### src/tppl_pkg.sv
// tppl_pkg: constants, field layout and helpers for the touch-probe latch.
// assumes one control clock; object dictionary indices are 16-bit.
package tppl_pkg;

	// object dictionary indices
	localparam logic [15:0] OD_IDX_CTRL     = 16'h60B8;
	localparam logic [15:0] OD_IDX_STATUS   = 16'h60B9;
	localparam logic [15:0] OD_IDX_RISE_POS = 16'h60BA;

	localparam int unsigned OD_DATA_W = 32;
	localparam int unsigned POS_WIDTH = 32;
	localparam int unsigned NUM_CH    = 2;
	localparam int unsigned CH_STRIDE = 8;

	// reset values
	localparam logic [15:0] CTRL_RESET   = 16'h0000;
	localparam logic [15:0] STATUS_RESET = 16'h0000;
	localparam logic [7:0]  CFG_RESET    = 8'h00;

	// control field positions inside one channel byte
	localparam int unsigned CF_EN   = 0;
	localparam int unsigned CF_MODE = 1;
	localparam int unsigned CF_SRC  = 2;
	localparam int unsigned CF_RISE = 4;
	localparam int unsigned CF_FALL = 5;

	// status field positions inside one channel byte
	localparam int unsigned ST_EN   = 0;
	localparam int unsigned ST_RISE = 1;
	localparam int unsigned ST_FALL = 2;
	localparam int unsigned ST_SRC  = 6;
	localparam int unsigned ST_LVL  = 7;

	// trigger source and mode encodings
	localparam logic SRC_GENERAL = 1'b0;
	localparam logic SRC_INDEX   = 1'b1;
	localparam logic MODE_SINGLE = 1'b0;

	typedef enum logic {
		CH_IDLE,
		CH_ARMED
	} tppl_chan_e;

	// one channel's status byte; reserved bits stay zero
	function automatic logic [7:0] tppl_status_byte(
		input logic armed,
		input logic rise,
		input logic fall,
		input logic src,
		input logic lvl
	);
		logic [7:0] b;
		b          = 8'h00;
		b[ST_EN]   = armed;
		b[ST_RISE] = rise;
		b[ST_FALL] = fall;
		b[ST_SRC]  = src;
		b[ST_LVL]  = lvl;
		return b;
	endfunction

endpackage

### src/tppl_sync_edge.sv
// tppl_sync_edge: two-flop synchroniser with edge detection on its output.
// assumes an asynchronous single-bit input and a synchronous active-low reset.
`timescale 1ns/10ps
module tppl_sync_edge (
	input  wire logic i_clk,
	input  wire logic i_rst_n,
	input  wire logic i_pin,
	output logic      o_level,
	output logic      o_rise,
	output logic      o_fall
);
	logic meta_q, meta_d;
	logic sync_q, sync_d;
	logic prev_q, prev_d;

	always_comb begin
		meta_d = i_pin;
		sync_d = meta_q;
		prev_d = sync_q;
	end

	always_ff @(posedge i_clk) begin
		if (!i_rst_n) begin
			meta_q <= 1'b0;
			sync_q <= 1'b0;
			prev_q <= 1'b0;
		end else begin
			meta_q <= meta_d;
			sync_q <= sync_d;
			prev_q <= prev_d;
		end
	end

	// one pulse per physical edge, from the second stage only
	assign o_level = sync_q;
	assign o_rise  = sync_q & ~prev_q;
	assign o_fall  = ~sync_q & prev_q;
endmodule

### src/tppl_pos_capture.sv
// tppl_pos_capture: signed position register loaded on a capture pulse.
// assumes the position bus is synchronous to the control clock.
`timescale 1ns/10ps
module tppl_pos_capture #(
	parameter int unsigned W = 32
) (
	input  wire logic         i_clk,
	input  wire logic         i_rst_n,
	input  wire logic         i_load,
	input  wire logic [W-1:0] i_pos,
	output logic      [W-1:0] o_pos
);
	logic [W-1:0] pos_q, pos_d;

	always_comb begin
		pos_d = pos_q;
		if (i_load) begin
			pos_d = i_pos;
		end
	end

	always_ff @(posedge i_clk) begin
		if (!i_rst_n) begin
			pos_q <= '0;
		end else begin
			pos_q <= pos_d;
		end
	end

	assign o_pos = pos_q;
endmodule

### src/tppl_touch_probe_latch.sv
// tppl_touch_probe_latch: two-channel touch-probe position latch.
// assumes object dictionary requests, pins and position are synchronous
// to I_REF_CLK (125 MHz); the trigger pins are resynchronised anyway.
//
// Overview of operation
// - control bit 8 arms probe 2
// - bit 9 selects single or continuous latching
// - settings frozen while enable stays set
// - bits 12/13 enable rising/falling edge latching
// - general input may latch both edges
// - bit 10 picks source; status 14 reports it
// - status word 16 bits, resets to zero
// - status bit 0 shows probe 1 enabled
// - status bit 1 probe 1 rise latched
// - status bit 2 probe 1 fall latched
// - status bit 6 shows probe 1 source
// - status bit 7 shows probe 1 level
// - status bit 8 shows probe 2 enabled
// - status bit 9 probe 2 rise latched
// - status bit 10 probe 2 fall latched
// - status bit 15 shows probe 2 level
// - probe 1 rise captures signed position
// - status bits 3-5, 11-13 read zero
`timescale 1ns/10ps
module tppl_touch_probe_latch #(
	parameter int unsigned POS_W = tppl_pkg::POS_WIDTH
) (
	input  wire logic                           I_REF_CLK,
	input  wire logic                           I_RESETN,
	input  wire logic                           I_PROBE1_GENERAL_INPUT,
	input  wire logic                           I_PROBE2_GENERAL_INPUT,
	input  wire logic                           I_ENC_INDEX,
	input  wire logic [POS_W-1:0]               I_ENC_POSITION,
	input  wire logic [15:0]                    I_OD_INDEX,
	input  wire logic                           I_OD_WR,
	input  wire logic                           I_OD_RD,
	input  wire logic [tppl_pkg::OD_DATA_W-1:0] I_OD_WDATA,
	output logic      [tppl_pkg::OD_DATA_W-1:0] O_OD_RDATA,
	output logic                                O_OD_ACK,
	output logic                                O_OD_ERR,
	output logic      [15:0]                    O_PROBE_STATUS,
	output logic      [POS_W-1:0]               O_PROBE1_RISE_POS
);
	import tppl_pkg::*;

	generate
		if (POS_W < 2 || POS_W > OD_DATA_W) begin : g_bad_width
			$error("POS_W must lie between 2 and the data width");
		end
	endgenerate

	logic [15:0]          ctrl_q, ctrl_d;
	logic [15:0]          status_q, status_d;
	logic [OD_DATA_W-1:0] rdata_q, rdata_d;
	logic                 ack_q, ack_d;
	logic                 err_q, err_d;
	logic [NUM_CH-1:0]    clr_rise;
	logic [NUM_CH-1:0]    clr_fall;
	logic [NUM_CH-1:0]    rise_hit;
	logic [NUM_CH-1:0]    fall_hit;
	logic [NUM_CH-1:0]    gen_in;
	logic [7:0]           ch_status [NUM_CH];
	logic [15:0]          status_live;
	logic [POS_W-1:0]     rise_pos;

	assign gen_in = {I_PROBE2_GENERAL_INPUT, I_PROBE1_GENERAL_INPUT};

	// per-channel probe logic
	genvar ch;
	generate
		for (ch = 0; ch < NUM_CH; ch++) begin : g_ch
			logic [7:0] ctrl_byte;
			logic       g_lvl, g_rise, g_fall;
			logic       x_lvl, x_rise, x_fall;
			logic       armed, arm, src, lvl, t_rise, t_fall;
			logic       hit_r, hit_f;
			tppl_chan_e state_q, state_d;
			logic [7:0] cfg_q, cfg_d;
			logic       en_prev_q, en_prev_d;
			logic       rflag_q, rflag_d;
			logic       fflag_q, fflag_d;
			logic       rdone_q, rdone_d;
			logic       fdone_q, fdone_d;

			assign ctrl_byte = ctrl_q[ch*CH_STRIDE +: 8];

			tppl_sync_edge u_gen_sync (
				.i_clk   (I_REF_CLK),
				.i_rst_n (I_RESETN),
				.i_pin   (gen_in[ch]),
				.o_level (g_lvl),
				.o_rise  (g_rise),
				.o_fall  (g_fall)
			);

			tppl_sync_edge u_idx_sync (
				.i_clk   (I_REF_CLK),
				.i_rst_n (I_RESETN),
				.i_pin   (I_ENC_INDEX),
				.o_level (x_lvl),
				.o_rise  (x_rise),
				.o_fall  (x_fall)
			);

			assign armed = (state_q == CH_ARMED);
			// arming happens on the rising transition of the enable
			assign arm = ctrl_byte[CF_EN] & ~en_prev_q;
			// frozen copy of the settings while armed
			assign src = armed ? cfg_q[CF_SRC] : ctrl_byte[CF_SRC];
			assign lvl    = (src == SRC_INDEX) ? x_lvl : g_lvl;
			assign t_rise = (src == SRC_INDEX) ? x_rise : g_rise;
			assign t_fall = (src == SRC_INDEX) ? x_fall : g_fall;

			// both edge enables act independently, so both may be set
			assign hit_r = armed & cfg_q[CF_RISE] & t_rise
				& ~(cfg_q[CF_MODE] == MODE_SINGLE & rdone_q);
			assign hit_f = armed & cfg_q[CF_FALL] & t_fall
				& ~(cfg_q[CF_MODE] == MODE_SINGLE & fdone_q);

			always_comb begin
				state_d   = state_q;
				cfg_d     = cfg_q;
				en_prev_d = ctrl_byte[CF_EN];
				rdone_d   = rdone_q | hit_r;
				fdone_d   = fdone_q | hit_f;
				case (state_q)
					CH_IDLE: begin
						if (arm) begin
							state_d = CH_ARMED;
							cfg_d   = ctrl_byte;
							rdone_d = 1'b0;
							fdone_d = 1'b0;
						end
					end
					CH_ARMED: begin
						// clearing the enable stops the probe
						if (!ctrl_byte[CF_EN]) begin
							state_d = CH_IDLE;
						end
					end
					default: begin
						state_d = CH_IDLE;
					end
				endcase
				// a capture in the clearing cycle wins over the clear
				rflag_d = hit_r
					| (rflag_q & ~clr_rise[ch] & ~arm);
				fflag_d = hit_f
					| (fflag_q & ~clr_fall[ch] & ~arm);
			end

			always_ff @(posedge I_REF_CLK) begin
				if (!I_RESETN) begin
					state_q   <= CH_IDLE;
					cfg_q     <= CFG_RESET;
					en_prev_q <= 1'b0;
					rflag_q   <= 1'b0;
					fflag_q   <= 1'b0;
					rdone_q   <= 1'b0;
					fdone_q   <= 1'b0;
				end else begin
					state_q   <= state_d;
					cfg_q     <= cfg_d;
					en_prev_q <= en_prev_d;
					rflag_q   <= rflag_d;
					fflag_q   <= fflag_d;
					rdone_q   <= rdone_d;
					fdone_q   <= fdone_d;
				end
			end

			assign rise_hit[ch] = hit_r;
			assign fall_hit[ch] = hit_f;
			// enable, flags, source and level; reserved bits zero
			assign ch_status[ch] = tppl_status_byte(armed, rflag_q,
				fflag_q, src, lvl);
		end
	endgenerate

	assign status_live = {ch_status[1], ch_status[0]};

	// position loads on the same edge that sets the rise flag
	tppl_pos_capture #(
		.W (POS_W)
	) u_p1_rise_pos (
		.i_clk   (I_REF_CLK),
		.i_rst_n (I_RESETN),
		.i_load  (rise_hit[0]),
		.i_pos   (I_ENC_POSITION),
		.o_pos   (rise_pos)
	);

	// object dictionary access; writes take priority over reads
	always_comb begin
		ctrl_d   = ctrl_q;
		rdata_d  = rdata_q;
		ack_d    = 1'b0;
		err_d    = 1'b0;
		clr_rise = '0;
		clr_fall = '0;
		status_d = status_live;
		if (I_OD_WR) begin
			ack_d = 1'b1;
			case (I_OD_INDEX)
				OD_IDX_CTRL: begin
					ctrl_d = I_OD_WDATA[15:0];
				end
				OD_IDX_STATUS: begin
					// writing zero to a latched flag clears it
					for (int i = 0; i < NUM_CH; i++) begin
						clr_rise[i] = ~I_OD_WDATA[i*CH_STRIDE + ST_RISE];
						clr_fall[i] = ~I_OD_WDATA[i*CH_STRIDE + ST_FALL];
					end
				end
				default: begin
					// read-only position and unknown indices
					err_d = 1'b1;
				end
			endcase
		end else if (I_OD_RD) begin
			ack_d = 1'b1;
			case (I_OD_INDEX)
				OD_IDX_CTRL: begin
					rdata_d = OD_DATA_W'(ctrl_q);
				end
				OD_IDX_STATUS: begin
					rdata_d = OD_DATA_W'(status_live);
				end
				OD_IDX_RISE_POS: begin
					rdata_d = OD_DATA_W'(signed'(rise_pos));
				end
				default: begin
					rdata_d = '0;
					err_d   = 1'b1;
				end
			endcase
		end
	end

	always_ff @(posedge I_REF_CLK) begin
		if (!I_RESETN) begin
			ctrl_q   <= CTRL_RESET;
			status_q <= STATUS_RESET;
			rdata_q  <= '0;
			ack_q    <= 1'b0;
			err_q    <= 1'b0;
		end else begin
			ctrl_q   <= ctrl_d;
			status_q <= status_d;
			rdata_q  <= rdata_d;
			ack_q    <= ack_d;
			err_q    <= err_d;
		end
	end

	assign O_OD_RDATA        = rdata_q;
	assign O_OD_ACK          = ack_q;
	assign O_OD_ERR          = err_q;
	assign O_PROBE_STATUS    = status_q;
	assign O_PROBE1_RISE_POS = rise_pos;
endmodule

### config.mk
export PLATFORM = sky130hd
export DESIGN_NAME = tppl_touch_probe_latch
export DESIGN_NICKNAME = d
export VERILOG_FILES = /design/src/tppl_pkg.sv /design/src/tppl_sync_edge.sv /design/src/tppl_pos_capture.sv /design/src/tppl_touch_probe_latch.sv
export SDC_FILE = /design/constraint.sdc
export NUM_CORES = 1
export LEC_CHECK = 0
export CORE_UTILIZATION = 55
export CTS_CLUSTER_DIAMETER = 80
export DETAILED_ROUTE_END_ITERATION = 8
export DONT_BUFFER_PORTS = 1
export GPL_TIMING_DRIVEN = 0
export PLACE_DENSITY_LB_ADDON = 0.25
export SKIP_LAST_GASP = 1
export SLEW_MARGIN = 15
export SYNTH_ARGS = -nofsm -noshare
export SYNTH_HDL_FRONTEND = slang
export SYNTH_HIERARCHICAL = 1
export SYNTH_SLANG_ARGS = --single-unit
export TNS_END_PERCENT = 10
### constraint.sdc
create_clock -name I_REF_CLK -period 1.65 [get_ports I_REF_CLK]
set_clock_uncertainty 0.05 [all_clocks]
set_input_delay 0.0825 -clock I_REF_CLK [delete_from_list [all_inputs] [get_ports I_REF_CLK]]
set_output_delay 0.0825 -clock I_REF_CLK [all_outputs]
set_load 0.005 [all_outputs]
## Word level (Yosys, flattened, before mapping)

Cells that the tools add are included.

- Reductions and logical operators: 6
- Equality and inequality tests: 3
- Bitwise logic cells: 67
- Mux-type cells: 33

Operators by type and width:

| kind | number |
|---|---|
| one-hot mux 32 bit (3 select lines) | 1 |
| equality test 16 x 15 -> 1 bit, second input constant | 3 |
| AND 1 bit | 32 |
| NOT 1 bit | 27 |
| two-way mux 1 bit | 26 |
| two-way mux 2 bit | 4 |
| OR 1 bit | 8 |
| AND reduction 2 bit | 4 |
| one-hot mux 1 bit (2 select lines) | 2 |
| OR reduction 3 bit | 1 |
| OR reduction 2 bit | 1 |

- Register bits: 131
- Output and inout bits: 82
- Logic and storage cells: 139
- Input port bits: 87

## Logic depth before layout (Yosys ltp)

- Word-level depth: 8
- Depth in mapped cells: 8
- Depth with buffers taken out: 6

## By module

The synthesis kept the hierarchy.

By module, submodules not included:

| module | cells an instance | area an instance (um^2) | sequential area each (um^2) | times used |
|---|---|---|---|---|
| tppl_touch_probe_latch | 347 | 3170.5 | 1601.5 | 1 |
| tppl_pos_capture | 103 | 1243.7 | 640.6 | 1 |
| tppl_sync_edge | 8 | 91.3 | 60.1 | 4 |

## Worst setup path after synthesis

No wires, ideal clock.

- Path type: reg2reg
- Start: register g_ch[0].state_q
- End: register u_p1_rise_pos.pos_q[0], in the netlist u_p1_rise_pos/o_pos[0]
- Clock period less this slack: 1.563 ns
- Data arrival time: 1.397 ns
- Required time: 1.484 ns
- Path slack: 0.087 ns
- Stages on the path, launching flop included: 8
- Setup time: 0.116 ns
- Buffers on the path: 3
- Cells stage by stage: dfxtp_1 -> clkbuf_1 -> nand3_1 -> a21oi_1 -> buf_6 -> buf_12 -> mux2i_1 -> nor2b_1

- Longest elaborated chain between the ends: 4
- Elaborated cells on any way between the ends: 5
- Classes of those cells: mux (2); bitwise (3)

RTL lines:

| what | RTL line | RTL |
|---|---|---|
| start, declared | tppl_touch_probe_latch.sv:77 | `tppl_chan_e state_q, state_d;` |
| start signal, assigned | tppl_touch_probe_latch.sv:162 | `state_q <= state_d;` |
| two-way mux 1 bit | tppl_touch_probe_latch.sv:109 | `assign src = armed ? cfg_q[CF_SRC] : ctrl_byte[CF_SRC];` |
| two-way mux 1 bit | tppl_touch_probe_latch.sv:111 | `assign t_rise = (src == SRC_INDEX) ? x_rise : g_rise;` |
| AND 1 bit (*) | tppl_touch_probe_latch.sv:115 | `assign hit_r = armed & cfg_q[CF_RISE] & t_rise` |
| AND 1 bit (*) | tppl_touch_probe_latch.sv:116 | `& ~(cfg_q[CF_MODE] == MODE_SINGLE & rdone_q);` |
| via g_ch[0].hit_r | tppl_touch_probe_latch.sv:76 | `logic hit_r, hit_f;` |
| end signal, assigned | tppl_pos_capture.sv:26 | `pos_q <= pos_d;` |
| end, declared | tppl_pos_capture.sv:13 | `logic [W-1:0] pos_q, pos_d;` |

Mark *: on every way through the listed nets, which the timed path passes. The rest lies on a longest branch.
A chain may end at the register's enable or synchronous reset.

## Worst setup path in the final report

- Start: register g_ch[0].u_idx_sync.sync_q
- End: register u_p1_rise_pos.pos_q[16], in the netlist u_p1_rise_pos/o_pos[16]

- Longest elaborated chain between the ends: 4

RTL lines:

| what | RTL line | RTL |
|---|---|---|
| start, declared | tppl_sync_edge.sv:13 | `logic sync_q, sync_d;` |
| start signal, assigned | tppl_sync_edge.sv:29 | `sync_q <= sync_d;` |
| AND 1 bit | - |  |
| via g_ch[0].x_rise | tppl_touch_probe_latch.sv:74 | `logic x_lvl, x_rise, x_fall;` |
| two-way mux 1 bit | tppl_touch_probe_latch.sv:111 |  |
| AND 1 bit | tppl_touch_probe_latch.sv:115 |  |
| AND 1 bit | tppl_touch_probe_latch.sv:116 |  |
| via g_ch[0].hit_r | tppl_touch_probe_latch.sv:76 |  |

The timed path passes the listed nets, and every way through them passes these cells.

==> results.cfg <==
[outcome]
status = finished with violations
failed_checks = negative setup slack

[flow_run]
maxCapViolations = 0

[power_and_ir_drop]
peakVddDrop_v = 0.000734
sequentialPowerShare_pct = 42.2
power.share.switching_pct = 22.1
p_int_mw = 5.58
power_leakage_nw = 2.47
power-per-cell-area_nw_per_um2 = 1070
netSwitchingPower_mw = 1.58
share_clk_of_total_power_pct = 52.9
power_frac_comb_pct = 4.9

[grt]
antenna_found_initial = 0
globalRouteTotalUtil_pct = 32.9
grt_pass1_vias = 4282
overflow = 0
grt_max_degree = 17
grt_first_pass_wirelength_mm = 21.9

[finish]
areaGrowthSynthToFinish_pct = 39.5
finalNetCount = 690
diodes = 0
drive_above_1_share_pct = 13.3
finalInstanceArea_um2 = 6670
layout.filler_cells = 454

[sta]
unrepaired_setup_endpoints_after_global_routing = true
final.setup.worst_slack_ns = -0.156
report.final.hold_viol_count = 0
maxClockFrequency_mhz = 554
timing.setup.tns_ns = -1.06
final_period_minus_worst_setup_slack_ns = 1.81
worst_pin_slew_ns = 0.673
slew_viol_final = 0
timing.max_slew.rel_slack_pct = 54.8
report.final.setup_viol = 29
final_cycle_share_pct = 109

[routing]
drtIter0Drc = 356
remaining_drc_errors = 0
ant_nets = 0
num_vias = 4309
drt_pass1_iterations = 6
drt_wl_total_mm = 15.6
detail_route.vias_per_cell = 5.98
route.detailed.wl_per_inst_um = 21.6

[critical_path]
cp_max_fo = 7
timing.critical_path.cells = nor2b_4 -> mux2_4 -> nand3_4 -> a21oi_4 -> buf_12 -> clkbuf_16 -> mux2i_1 -> nor2b_1
critical_path_class = flip-flop to flip-flop
endpoint_required_time_on_the_critical_path_ns = 2.00
slowest_delay_ns = 0.34
worstSetupStartpointType = flip-flop
end_kind = flip-flop
cp_top_family = multiplexers
crit_buf_inv = 2
cp_max_stage_cell = sky130_fd_sc_hd__dfxtp_2
crit_arrival_ns = 2.16

[synthesis]
netlist_area_pre_place_um2 = 4780
synth_sequential_area_ratio_pct = 51.9
netlist_instances = 482
syn-mean-instance-area_um2 = 9.92
synth-seq-cells = 124
ys_types = 36
yosysWarningCount = 6

[clock_network]
htree_num_levels = 4
cts.path.max_buffers = 2
number_of_buffers_added_by_the_clock_tree_synthesis_step = 17
clock_sink_count = 124
clock_tree_from_tritoncts = yes
worst_skew_pair_later_pin_latency_ns = 0.53
clk_pin_slew_ns = 0.06
ctsRootBufferMaster = sky130_fd_sc_hd__clkbuf_8

[hold_path]
hold_path_class = input pin to flip-flop

[floorplanning]
die_h_um = 95.2
dieArea_um2 = 9070
boundaryPins = 169
placeableCoreArea_um2 = 8300
rows = 33
start_util_pct = 57.6
fp.dieW_um = 95.2

[placement]
place.detailed.hpwl_mm = 8.43
detailedPlace.worstSlack_ns = -0.277
dpl_cell_area_um2 = 4930
gp_congestion = 0.896
io_buffers = 0
layout by cell type, fill, tap and decap left out, types with 3 or more instances in the layout:
master	synthesis	routed
sky130_fd_sc_hd__o22ai_1	3	3
sky130_fd_sc_hd__o21ai_0	42	42
sky130_fd_sc_hd__clkbuf_1	10	9
sky130_fd_sc_hd__buf_4	6	8
sky130_fd_sc_hd__buf_2	9	9
sky130_fd_sc_hd__buf_1	3	3
sky130_fd_sc_hd__mux2i_1	52	46
sky130_fd_sc_hd__clkbuf_16	0	18
sky130_fd_sc_hd__dfxtp_1	124	122
sky130_fd_sc_hd__mux2_2	6	5
sky130_fd_sc_hd__nand2_1	33	33
sky130_fd_sc_hd__nor3_1	4	4
sky130_fd_sc_hd__a21oi_1	38	37
sky130_fd_sc_hd__a22o_1	16	16
sky130_fd_sc_hd__or3_1	3	3
sky130_fd_sc_hd__clkinvlp_4	0	3
sky130_fd_sc_hd__mux2i_2	0	3
sky130_fd_sc_hd__buf_12	3	4
sky130_fd_sc_hd__clkbuf_8	0	3
sky130_fd_sc_hd__nand3_1	21	20
sky130_fd_sc_hd__nor2_1	17	17
sky130_fd_sc_hd__conb_1	1	6
sky130_fd_sc_hd__nor2b_1	42	40
sky130_fd_sc_hd__mux2i_4	0	3
sky130_fd_sc_hd__clkinv_4	0	4
sky130_fd_sc_hd__bufinv_16	0	3
sky130_fd_sc_hd__and2_1	18	18
sky130_fd_sc_hd__inv_1	11	11
sky130_fd_sc_hd__dlygate4sd3_1	0	91
final cells by class:
class,count,area [um^2],area share (%)
Buffer,33,234,3.51
Clock buffer,19,442,6.62
Clock inverter,13,166,2.50
Inverter,12,45.0,0.676
Multi-Input combinational cell,318,2150,32.2
Sequential cell,124,2480,37.3
Tap cell,105,131,1.97
Timing Repair Buffer,97,1010,15.2
worst paths after layout:
check | from | endpoint | slack, ns | depth (start not counted)
max | g_ch[0].u_idx_sync/o_level | u_p1_rise_pos/o_pos[16] | -0.16 | 8
max reg2reg | g_ch[0].u_idx_sync/o_level | u_p1_rise_pos/o_pos[16] | -0.16 | 8
min reg2reg | g_ch[1].en_prev_q | g_ch[1].armed | 0.41 | 1
min | I_RESETN | O_OD_ERR | 0.06 | 4
power groups by stage:
stage | Clock (mW) | Sequential (mW) | Combinational, mW
after floorplan | 0 | 3.08 | 0.130
after global placement | 0 | 3.08 | 0.167
after detailed placement | 0 | 3.08 | 0.170
after CTS | 3.78 | 3.02 | 0.323
after global routing | 3.95 | 3.02 | 0.367
final | 3.79 | 3.02 | 0.353
timing repair:
item | 4_1_cts | 5_1_grt
hold buffers | 89 | 2
hold endpoints to repair | 89 | 3
setup buffers | 3 | 0
setup endpoints to repair | 34 | 40
resized for setup | 9 | 18
cloned | 1 | 2
cell families (layout without fill, tap and decap cells):
logic type,after synthesis,after routing,synth area share [%]
simple gates,149,149,17.3
flops,124,124,51.9
compound gates,105,105,12.8
mux,58,58,12.3
buf+inv,45,174,5.58
other cells,1,6,0.0785
sequential cells by signal, summed over array words and instances, names as in the netlist, 2 cells and up:
register	cells
O_OD_RDATA	32
u_p1_rise_pos/o_pos	32
ctrl_q	16
O_PROBE_STATUS	10
g_ch.cfg_q	8
g_ch.armed	2
g_ch.en_prev_q	2
g_ch.fdone_q	2
g_ch.fflag_q	2
g_ch.rdone_q	2
g_ch.rflag_q	2
g_ch.u_gen_sync/meta_q	2
g_ch.u_gen_sync/o_level	2
g_ch.u_gen_sync/prev_q	2
g_ch.u_idx_sync/meta_q	2
g_ch.u_idx_sync/o_level	2
g_ch.u_idx_sync/prev_q	2
synth_stat cells:
cell                       number  area, um^2
sky130_fd_sc_hd__and4b_1        1        10.0
sky130_fd_sc_hd__nor2_1        17        63.8
sky130_fd_sc_hd__nand2_1       33         124
sky130_fd_sc_hd__and4bb_2       1        12.5
sky130_fd_sc_hd__and4_1         1        8.76
sky130_fd_sc_hd__o22a_1         2        17.5
sky130_fd_sc_hd__buf_4          6        45.0
sky130_fd_sc_hd__nand4_1        1        6.26
sky130_fd_sc_hd__a22o_1        16         140
sky130_fd_sc_hd__nand2b_1       2        12.5
sky130_fd_sc_hd__buf_1          3        11.3
sky130_fd_sc_hd__nand3_1       21         105
sky130_fd_sc_hd__a21oi_1       38         190
sky130_fd_sc_hd__mux2i_1       52         521
sky130_fd_sc_hd__inv_2          1        3.75
sky130_fd_sc_hd__buf_12         3        60.1
sky130_fd_sc_hd__and3_1         1        6.26
sky130_fd_sc_hd__dfxtp_1      124        2480
sky130_fd_sc_hd__nor3_1         4        20.0
sky130_fd_sc_hd__and3b_1        1        8.76
sky130_fd_sc_hd__and2_1        18         113
sky130_fd_sc_hd__clkbuf_1      10        37.5
sky130_fd_sc_hd__nand4_2        1        12.5
sky130_fd_sc_hd__inv_1         11        41.3
sky130_fd_sc_hd__nor4_4         2        42.5
sky130_fd_sc_hd__a21boi_0       1        7.51
sky130_fd_sc_hd__buf_6          2        22.5
sky130_fd_sc_hd__o22ai_1        3        18.8
sky130_fd_sc_hd__o21ai_0       42         210
sky130_fd_sc_hd__buf_2          9        45.0
sky130_fd_sc_hd__conb_1         1        3.75
sky130_fd_sc_hd__nor2b_1       42         263
sky130_fd_sc_hd__mux2_2         6        67.6
sky130_fd_sc_hd__or3_1          3        18.8
sky130_fd_sc_hd__a32o_1         1        10.0
sky130_fd_sc_hd__a221oi_1       2        17.5
per-stage QoR:
stage	utilization [%]	hold slack [ns]	instances	power [mW]
after floorplan	-	0.154	487	3.21
after global placement	59.4	0.157	592	3.25
after detailed placement	59.4	0.157	592	3.25
after CTS	78.4	0.00512	717	7.12
after global routing	80.3	0.0457	721	7.34
final	80.3	0.0609	721	7.17
tightest hold or removal path: cells and delay by family:
kind	cells	cell delay, ns
AND/OR/NAND/NOR	1	0.10
AO/OA/AOI/OAI	1	0.12
buffers and inverters	2	0.28
routing by layer:
layer  up-vias  wire, um  global-route usage (%)
met5         -        11                       0
met4         2       526                    16.9
met3        54      1540                    11.0
met2       281      7840                    54.0
met1      2060      5660                    37.9
li1       1912         -                       -
(Power assumes the default switching activity.)
